File: config.mk
export PLATFORM = sky130hd
export DESIGN_NAME = mdc_top
export DESIGN_NICKNAME = d
export VERILOG_FILES = /design/src/rtl/mdc_pkg.sv /design/src/rtl/mdc_channel.sv /design/src/rtl/mdc_top.sv
export SDC_FILE = /design/constraint.sdc
export NUM_CORES = 1
export LEC_CHECK = 0
export BUFFER_PORTS_ARGS = -buffer_cell sky130_fd_sc_hd__buf_2
export CAP_MARGIN = 0
export CORE_MARGIN = 3
export CORE_UTILIZATION = 50
export DETAILED_ROUTE_END_ITERATION = 16
export PLACE_DENSITY = 0.86
export SYNTH_ARGS = -nofsm -noshare
export SYNTH_HDL_FRONTEND = slang
export SYNTH_SLANG_ARGS = --single-unit
File: constraint.sdc
create_clock -name hclk -period 3.2 [get_ports hclk]
set_input_delay 0.16 -clock hclk [delete_from_list [all_inputs] [get_ports hclk]]
set_output_delay 0.16 -clock hclk [all_outputs]
set_load 0.01 [all_outputs]
File: src/rtl/mdc_pkg.sv
/*
  Package for the motion-detect configuration block: register offsets,
  field positions, reset values and selector codes.
  Assumes an AHB-Lite slave with 32-bit data, one register per aligned word.
*/
package mdc_pkg;

  // ----------------------------------------------------------------
  // Register word indices
  // ----------------------------------------------------------------
  localparam logic [7:0] MDC_OFS_SHADOW_DATA = 8'h13;
  localparam logic [7:0] MDC_OFS_CONFIG = 8'h14;
  localparam logic [7:0] MDC_OFS_IRQ_STATUS = 8'h20;
  localparam logic [7:0] MDC_OFS_IRQ_MASK = 8'h24;
  localparam logic [7:0] MDC_OFS_DELTA_X = 8'h28;
  localparam logic [7:0] MDC_OFS_DELTA_Y = 8'h2C;
  localparam logic [7:0] MDC_OFS_DELTA_Z = 8'h30;
  localparam logic [7:0] MDC_OFS_STATE = 8'h34;

  // Shadow data is printed at 0x13, configuration at 0x14: 0x13 is not a multiple of
  // four, so printed offsets are indices and byte address is index times four.
  localparam logic [9:0] MDC_ADDR_SHADOW_DATA = {MDC_OFS_SHADOW_DATA, 2'b00};
  localparam logic [9:0] MDC_ADDR_CONFIG = {MDC_OFS_CONFIG, 2'b00};
  localparam logic [9:0] MDC_ADDR_IRQ_STATUS = {MDC_OFS_IRQ_STATUS, 2'b00};
  localparam logic [9:0] MDC_ADDR_IRQ_MASK = {MDC_OFS_IRQ_MASK, 2'b00};
  localparam logic [9:0] MDC_ADDR_DELTA_X = {MDC_OFS_DELTA_X, 2'b00};
  localparam logic [9:0] MDC_ADDR_DELTA_Y = {MDC_OFS_DELTA_Y, 2'b00};
  localparam logic [9:0] MDC_ADDR_DELTA_Z = {MDC_OFS_DELTA_Z, 2'b00};
  localparam logic [9:0] MDC_ADDR_STATE = {MDC_OFS_STATE, 2'b00};

  // ----------------------------------------------------------------
  // Configuration fields
  // ----------------------------------------------------------------
  localparam int MDC_SEL_LSB = 0;
  localparam int MDC_CNTEN_BIT = 3;
  localparam int MDC_WIN_LSB = 4;
  localparam int MDC_CLR_BIT = 7;
  localparam logic [7:0] MDC_CONFIG_RESET = 8'h00;
  localparam logic [5:0] MDC_SHADOW_RESET = 6'h00;
  localparam logic [2:0] MDC_IRQ_RESET = 3'h0;

  // Widths and top window code
  localparam int MDC_DELTA_W = 11;
  localparam int MDC_TH_W = 6;
  localparam int MDC_WIN_MAX = 5;

  // ----------------------------------------------------------------
  // Shadow selector codes
  // ----------------------------------------------------------------
  typedef enum logic [2:0] {
    MDC_SEL_NONE0 = 3'b000,
    MDC_SEL_TH_X = 3'b001,
    MDC_SEL_TH_Y = 3'b010,
    MDC_SEL_TH_Z = 3'b011,
    MDC_SEL_NONE4 = 3'b100,
    MDC_SEL_CNT_X = 3'b101,
    MDC_SEL_CNT_Y = 3'b110,
    MDC_SEL_CNT_Z = 3'b111
  } mdc_sel_t;

  // AHB transfer type and response code
  localparam logic [1:0] MDC_HTRANS_NONSEQ = 2'b10;
  localparam logic [1:0] MDC_HRESP_OKAY = 2'b00;

endpackage

File: src/rtl/mdc_channel.sv
/*
  One motion-detect channel: window slice with clamp, threshold compare and
  event counter.
  Assumes a one-cycle delta strobe from the sample path on the same clock.
*/
`timescale 1ns/1ps
`default_nettype none
module mdc_channel
  import mdc_pkg::*;
(
  input wire logic hclk,
  input wire logic hresetn,
  input wire logic block_clear,
  input wire logic count_enable,
  input wire logic [2:0] window_select,
  input wire logic [MDC_TH_W-1:0] threshold,
  input wire logic [MDC_TH_W-1:0] detect_count,
  input wire logic delta_valid,
  input wire logic [MDC_DELTA_W-1:0] delta,
  output logic hit,
  output logic [MDC_TH_W-1:0] event_count
);

  logic [MDC_TH_W-1:0] count_reg;
  logic [MDC_TH_W-1:0] count_next;
  logic hit_reg;
  logic hit_next;
  logic [MDC_TH_W-1:0] slice;
  logic over;

  // ----------------------------------------------------------------
  // Window slice with clamp
  // ----------------------------------------------------------------
  always_comb
  begin
    slice = '0;
    over = 1'b0;
    for (int k = 0; k <= MDC_WIN_MAX; k++)
    begin
      // Codes above 5 share the top window
      if ((int'(window_select) == k) || (k == MDC_WIN_MAX && int'(window_select) > MDC_WIN_MAX))
      begin
        slice = delta[k +: MDC_TH_W];
        // Bits above the window saturate instead of wrapping
        over = (k + MDC_TH_W < MDC_DELTA_W) ? |(delta >> (k + MDC_TH_W)) : 1'b0;
      end
    end
    if (over)
    begin
      slice = {MDC_TH_W{1'b1}};
    end
  end

  // ----------------------------------------------------------------
  // Event counter
  // ----------------------------------------------------------------
  always_comb
  begin
    count_next = count_reg;
    hit_next = hit_reg;
    if (block_clear)
    begin
      count_next = '0;
      hit_next = 1'b0;
    end
    else if (delta_valid)
    begin
      if (slice > threshold)
      begin
        if (!count_enable)
        begin
          hit_next = 1'b1; // Counters unused
        end
        else if (count_reg >= detect_count)
        begin
          hit_next = 1'b1; // Loaded value is events minus one
        end
        else
        begin
          count_next = count_reg + 6'h01;
        end
      end
      else
      begin
        count_next = '0; // Run broken, restart
      end
    end
  end

  always_ff @(posedge hclk or negedge hresetn)
  begin
    if (!hresetn)
    begin
      count_reg <= MDC_SHADOW_RESET;
      hit_reg <= 1'b0;
    end
    else
    begin
      count_reg <= count_next;
      hit_reg <= hit_next;
    end
  end

  assign hit = hit_reg;
  assign event_count = count_reg;

endmodule
`default_nettype wire

File: src/rtl/mdc_top.sv
/*
  Motion-detect configuration register bank with shadow threshold and count
  registers, three detection channels and an interrupt, on AHB-Lite.
  Assumes one master, single whole-word transfers, deltas from on-chip logic.
*/
// The AHB-Lite register port was left to the implementer.
`timescale 1ns/1ps
`default_nettype none
// Operation
// Config bits 2:0 route shadow data accesses to threshold or count.
// Config bit 3 enables detection counters for all channels.
// Config bits 6:4 pick delta slice; codes five to seven share top.
// Slice clamps so oversized delta still counts as detection.
// Config bit 7 holds detect block in reset; not self-clearing.
// Thresholds are independent 6-bit unsigned values per axis.
// Software loads detection count as events minus one.
// Configuration reads back as written, resets to zero.
module mdc_top
  import mdc_pkg::*;
(
  input wire logic hclk,
  input wire logic hresetn,
  input wire logic hsel,
  input wire logic [31:0] haddr,
  input wire logic [1:0] htrans,
  input wire logic hwrite,
  input wire logic [2:0] hsize,
  input wire logic [31:0] hwdata,
  input wire logic hready,
  output logic [31:0] hrdata,
  output logic hreadyout,
  output logic hresp,
  input wire logic delta_valid,
  input wire logic [MDC_DELTA_W-1:0] delta_x,
  input wire logic [MDC_DELTA_W-1:0] delta_y,
  input wire logic [MDC_DELTA_W-1:0] delta_z,
  output logic irq,
  output logic detect_block_reset,
  output logic count_enable
);

  // ----------------------------------------------------------------
  // State
  // ----------------------------------------------------------------
  logic [7:0] config_reg;
  logic [7:0] config_next;
  logic [MDC_TH_W-1:0] th_reg [3];
  logic [MDC_TH_W-1:0] th_next [3];
  logic [MDC_TH_W-1:0] cnt_reg [3];
  logic [MDC_TH_W-1:0] cnt_next [3];
  logic [2:0] status_reg;
  logic [2:0] status_next;
  logic [2:0] mask_reg;
  logic [2:0] mask_next;
  logic wr_pend_reg;
  logic wr_pend_next;
  logic [9:0] wr_addr_reg;
  logic [9:0] wr_addr_next;
  logic [31:0] rdata_reg;
  logic [31:0] rdata_next;
  logic irq_reg;
  logic irq_next;
  logic [2:0] hit_prev_reg;
  logic [2:0] hit_prev_next;

  logic [2:0] hit;
  logic [MDC_TH_W-1:0] evcnt [3];
  logic [MDC_DELTA_W-1:0] delta [3];
  logic access;
  logic [9:0] a_addr;
  logic [2:0] rise;

  assign delta[0] = delta_x;
  assign delta[1] = delta_y;
  assign delta[2] = delta_z;

  // ----------------------------------------------------------------
  // Shadow decode
  // ----------------------------------------------------------------
  // Returns channel index, or 3 when no shadow is selected
  function automatic logic [1:0] shadow_chan(input logic [2:0] sel);
    logic [1:0] r;
    r = 2'd3;
    unique case (mdc_sel_t'(sel))
      MDC_SEL_TH_X, MDC_SEL_CNT_X: r = 2'd0;
      MDC_SEL_TH_Y, MDC_SEL_CNT_Y: r = 2'd1;
      MDC_SEL_TH_Z, MDC_SEL_CNT_Z: r = 2'd2;
      MDC_SEL_NONE0, MDC_SEL_NONE4: r = 2'd3;
    endcase
    return r;
  endfunction

  // ----------------------------------------------------------------
  // Channels
  // ----------------------------------------------------------------
  generate
    for (genvar c = 0; c < 3; c++)
    begin : g_chan
      mdc_channel u_chan (
        .hclk(hclk),
        .hresetn(hresetn),
        .block_clear(config_reg[MDC_CLR_BIT]),
        .count_enable(config_reg[MDC_CNTEN_BIT]),
        .window_select(config_reg[MDC_WIN_LSB +: 3]),
        .threshold(th_reg[c]),
        .detect_count(cnt_reg[c]),
        .delta_valid(delta_valid),
        .delta(delta[c]),
        .hit(hit[c]),
        .event_count(evcnt[c])
      );
    end
  endgenerate

  assign access = hsel && hready && (htrans == MDC_HTRANS_NONSEQ);
  assign a_addr = haddr[9:0];
  assign rise = hit & ~hit_prev_reg;

  // ----------------------------------------------------------------
  // Bus and register next state
  // ----------------------------------------------------------------
  always_comb
  begin
    logic [1:0] ch;
    logic [1:0] wch;
    ch = shadow_chan(config_reg[MDC_SEL_LSB +: 3]);
    wch = ch;
    config_next = config_reg;
    th_next = th_reg;
    cnt_next = cnt_reg;
    mask_next = mask_reg;
    status_next = status_reg;
    rdata_next = '0;
    wr_pend_next = 1'b0;
    wr_addr_next = wr_addr_reg;
    hit_prev_next = hit;

    // Write data phase
    if (wr_pend_reg)
    begin
      unique case (wr_addr_reg)
        MDC_ADDR_CONFIG: config_next = hwdata[7:0];
        MDC_ADDR_SHADOW_DATA:
        begin
          if (wch != 2'd3)
          begin
            if (config_reg[2])
            begin
              cnt_next[wch] = hwdata[MDC_TH_W-1:0];
            end
            else
            begin
              th_next[wch] = hwdata[MDC_TH_W-1:0];
            end
          end
        end
        MDC_ADDR_IRQ_MASK: mask_next = hwdata[2:0];
        default: ;
      endcase
    end

    // Address phase
    if (access)
    begin
      if (hwrite)
      begin
        wr_pend_next = 1'b1;
        wr_addr_next = a_addr;
      end
      else
      begin
        unique case (a_addr)
          MDC_ADDR_CONFIG: rdata_next = {24'h000000, config_reg};
          MDC_ADDR_SHADOW_DATA:
          begin
            if (ch != 2'd3)
            begin

              rdata_next = {26'h0000000, config_reg[2] ? cnt_reg[ch] : th_reg[ch]};
            end
          end
          MDC_ADDR_IRQ_STATUS:
          begin
            rdata_next = {29'h00000000, status_reg};
            status_next = 3'h0; // Read clears
          end
          MDC_ADDR_IRQ_MASK: rdata_next = {29'h00000000, mask_reg};
          MDC_ADDR_DELTA_X: rdata_next = {26'h0000000, evcnt[0]};
          MDC_ADDR_DELTA_Y: rdata_next = {26'h0000000, evcnt[1]};
          MDC_ADDR_DELTA_Z: rdata_next = {26'h0000000, evcnt[2]};
          MDC_ADDR_STATE: rdata_next = {29'h00000000, hit};
          default: rdata_next = '0;
        endcase
      end
    end

    // New detections win over a read clear
    status_next = status_next | rise;
    irq_next = |(status_next & mask_reg);
  end

  // ----------------------------------------------------------------
  // Registers
  // ----------------------------------------------------------------
  always_ff @(posedge hclk or negedge hresetn)
  begin
    if (!hresetn)
    begin
      config_reg <= MDC_CONFIG_RESET;
      for (int i = 0; i < 3; i++)
      begin
        th_reg[i] <= MDC_SHADOW_RESET;
        cnt_reg[i] <= MDC_SHADOW_RESET;
      end
      status_reg <= MDC_IRQ_RESET;
      mask_reg <= MDC_IRQ_RESET;
      wr_pend_reg <= 1'b0;
      wr_addr_reg <= '0;
      rdata_reg <= '0;
      irq_reg <= 1'b0;
      hit_prev_reg <= 3'h0;
    end
    else
    begin
      config_reg <= config_next;
      th_reg <= th_next;
      cnt_reg <= cnt_next;
      status_reg <= status_next;
      mask_reg <= mask_next;
      wr_pend_reg <= wr_pend_next;
      wr_addr_reg <= wr_addr_next;
      rdata_reg <= rdata_next;
      irq_reg <= irq_next;
      hit_prev_reg <= hit_prev_next;
    end
  end

  // Zero wait states; response is always OKAY
  assign hrdata = rdata_reg;
  assign hreadyout = 1'b1;
  assign hresp = MDC_HRESP_OKAY[0];
  assign irq = irq_reg;
  assign detect_block_reset = config_reg[MDC_CLR_BIT];
  assign count_enable = config_reg[MDC_CNTEN_BIT];

endmodule
`default_nettype wire

==> impl_metrics.tcl <==
set metrics [dict create \
    grt_start_max_net_pins 50 \
    cts_buffers 9 \
    worst-r2r-cell-count 12 \
    die_h_um 120 \
    finalSetupViolCount 0 \
    antenna_found_initial 0 \
    yosysMostFrequentCell "dfrtp_1" \
    status "completed" \
    grt_first_pass_wirelength_mm 25.8 \
    max_freq_ghz 0.330 \
    synthFlopType "dfrtp_1" \
    max_slew.worst_pin.slew_ns 0.811 \
    hpwl_mm 12.1 \
    areaGrowthSynthToFinish_pct 12.9 \
    clock_skew_ns 0.00603 \
    power_density_nw_per_um2 392 \
    crit_path_end_kind "flip-flop" \
    track_usage_pct 22.2 \
    synth_area_um2 6540 \
    layout_min_cycle_time_ns 3.03 \
    clockBufferDepth 2 \
    synth_commonest_cells "dfrtp_1 (94), nand2_1 (65), mux2_2 (57)" \
    slew_headroom_pct 45.9 \
    postSynthCellCount 668 \
    ys_top_cells_by_area "dfrtp_1 (36%), mux2_2 (9.8%), ha_1 (8.2%)" \
    yosysTopAreaCellShare_pct 36.0 \
    max_cap_viol_count 0 \
    path_cells "buf_12 -> mux4_2 -> nand2_1 -> o311ai_0 -> ha_1 -> a21oi_1 -> a21boi_0 -> o32ai_1 -> buf_4 -> nor2_1 -> a21oi_1 -> o32ai_1" \
    crit_type "reg2reg" \
    postSynthAreaPerCell_um2 9.79 \
    first_pass_iters 5 \
    synth_seq_cells 94 \
    core_area_um2 12700 \
    drt.antenna.violating_nets 0 \
    dpl-instance-area_um2 7020 \
    cts.sinks 94 \
    post-place-cells 898 \
    finalCritPeriodShare_pct 94.8 \
    ir_drop_v 0.000375 \
    place_congestion 0.945 \
    synth.yosys.seq_area_share_pct 36.0 \
    path_clk_slew_ns 0.06 \
    whs_ns 0.0387 \
    synthSimpleGateAreaFrac_pct 15.2 \
    synth_compound_area_share_pct 13.3 \
    cp.arrival_ns 3.26 \
    crit_buf_inv 2 \
    path_delay_family "compound AO/OA/AOI/OAI gates" \
    power.leakage_nw 3.37 \
    holdPathStages 2 \
    synth-adder-area-share_pct 8.22 \
    viasPerCell 6.03 \
    worstPathMaxFanout 16 \
    dieArea_um2 14500 \
    muxShareOfSynthArea_pct 20.1 \
    drive_above_1_share_pct 25.9 \
    htree_num_levels 3 \
    cp_slowest_cell "mux4_2" \
    cts-root-buf "clkbuf_16" \
    max_stage_delay_ns 0.50 \
    via_count 5558 \
    synth-edff-count 0 \
    yosys.area_share.xor_xnor_pct 0 \
    clk_latency_ns 0.35 \
    yosysTopAreaCell "dfrtp_1" \
    hp-class "in2reg" \
    drc_errors 0 \
    rows 41 \
    ys_types 66 \
    wl_mm 16.1 \
    design.portCount 145 \
    worstSetupStartpointType "flip-flop" \
    hold_violations 0 \
    cp.depth 12 \
    final_area_um2 7380 \
    synth_top_family_by_area "multiplexers" \
    die_x_um 120 \
    initial_utilization_pct 51.4 \
    io_buffers 69 \
    async_flop_share_pct 100 \
    ys.warnings.count 0 \
    grt_overflow 0 \
    finalNonFillerCells 921 \
    cts_tree "built" \
    worstPathRequired_ns 3.43 \
    avgRoutedWirePerCell_um 17.5 \
    grt_pass1_vias 5281 \
    antenna_cells 0 \
    layout.nets 895 \
    drtIter0Drc 608 \
    slew_viol_final 0 \
]
-- stage by stage --
stage	TNS [ns]	setup slack (ns)	power (mW)	utilization [%]
6_report	0	0.167	2.89	58.0
5_1_grt	-0.0891	-0.0420	3.02	58.0
4_1_cts	0	0.103	2.89	57.5
3_5_place_dp	0	0.116	1.87	55.2
3_3_place_gp	0	0.198	1.85	55.2
2_1_floorplan	0	0.0949	1.70	-
-- logic make-up after synthesis --
family,Yosys count
simple gates,200
compound gates,135
mux,98
buf+inv,96
flops,94
fa+ha+maj,43
other cells,2
-- metal layers --
layer | vias to the layer above | routed length [um] | track usage, %
met5 | - | 0 | 0
met4 | 0 | 250 | 5.74
met3 | 28 | 1220 | 4.77
met2 | 259 | 7890 | 36.8
met1 | 2726 | 6780 | 29.8
li1 | 2545 | - | -
-- repair_timing --
item | CTS | global route
setup buffers | 0 | 6
resized for setup | 0 | 12
hold buffers | 1 | 0
endpoints found under the setup margin | 0 | 16
hold endpoints to repair | 45 | 0
-- cells in the final DEF, fill, tap and decap left out, drive strengths merged, types with 3 or more instances in the layout --
master	count
clkinv	4
o22ai	16
mux2	58
mux4	21
and3	8
nand3	14
nand4	10
dfrtp	94
or3	4
a21o	8
nor4b	4
mux2i	19
inv	47
buf	87
nor3	9
nand3b	6
ha	43
o311ai	3
nor2b	9
nand2b	6
conb	26
a22oi	3
clkbuf	13
nor2	48
a21oi	33
a31oi	7
o221ai	4
nand2	68
o31ai	3
o21ai	33
-- final timing paths --
path	start	endpoint	slack, ns
min	hwdata[7]	config_reg[7]	0.04
min in group asynchronous	hresetn	wr_addr_reg[8]	0.37
max reg2reg	config_reg[4]	g_chan[2].u_chan.event_count[1]	0.17
max in group asynchronous	hresetn	g_chan[0].u_chan.event_count[3]	2.18
min reg2reg	hit_prev_reg[0]	status_reg[0]	0.44
max	config_reg[4]	g_chan[2].u_chan.event_count[1]	0.17
-- area by class of cell --
class | instances | area [um2]
inverters | 49 | 188
multi-input cells | 502 | 3830
fillers | 1039 | 5340
flip-flops and latches | 94 | 2350
clock inverters | 3 | 18.8
well taps | 172 | 215
repair buffers | 88 | 518
clock buffers | 13 | 260
-- worst register-to-register path, delay by kind of cell, from the launching register on --
family | cells | cell delay [ns]
and+or+nand+nor | 2 | 0.17
muxes | 1 | 0.50
adders and majority gates | 1 | 0.39
DFF | 1 | 0.44
buffers and inverters | 2 | 0.39
AOI/OAI and AO/OA | 6 | 1.03
-- where the power goes --
part / internal, mW / switching (mW)
registers: 1.26 / 0.0731
logic: 0.250 / 0.292
clock network: 0.569 / 0.448
Power figures use the tool's default switching activity.
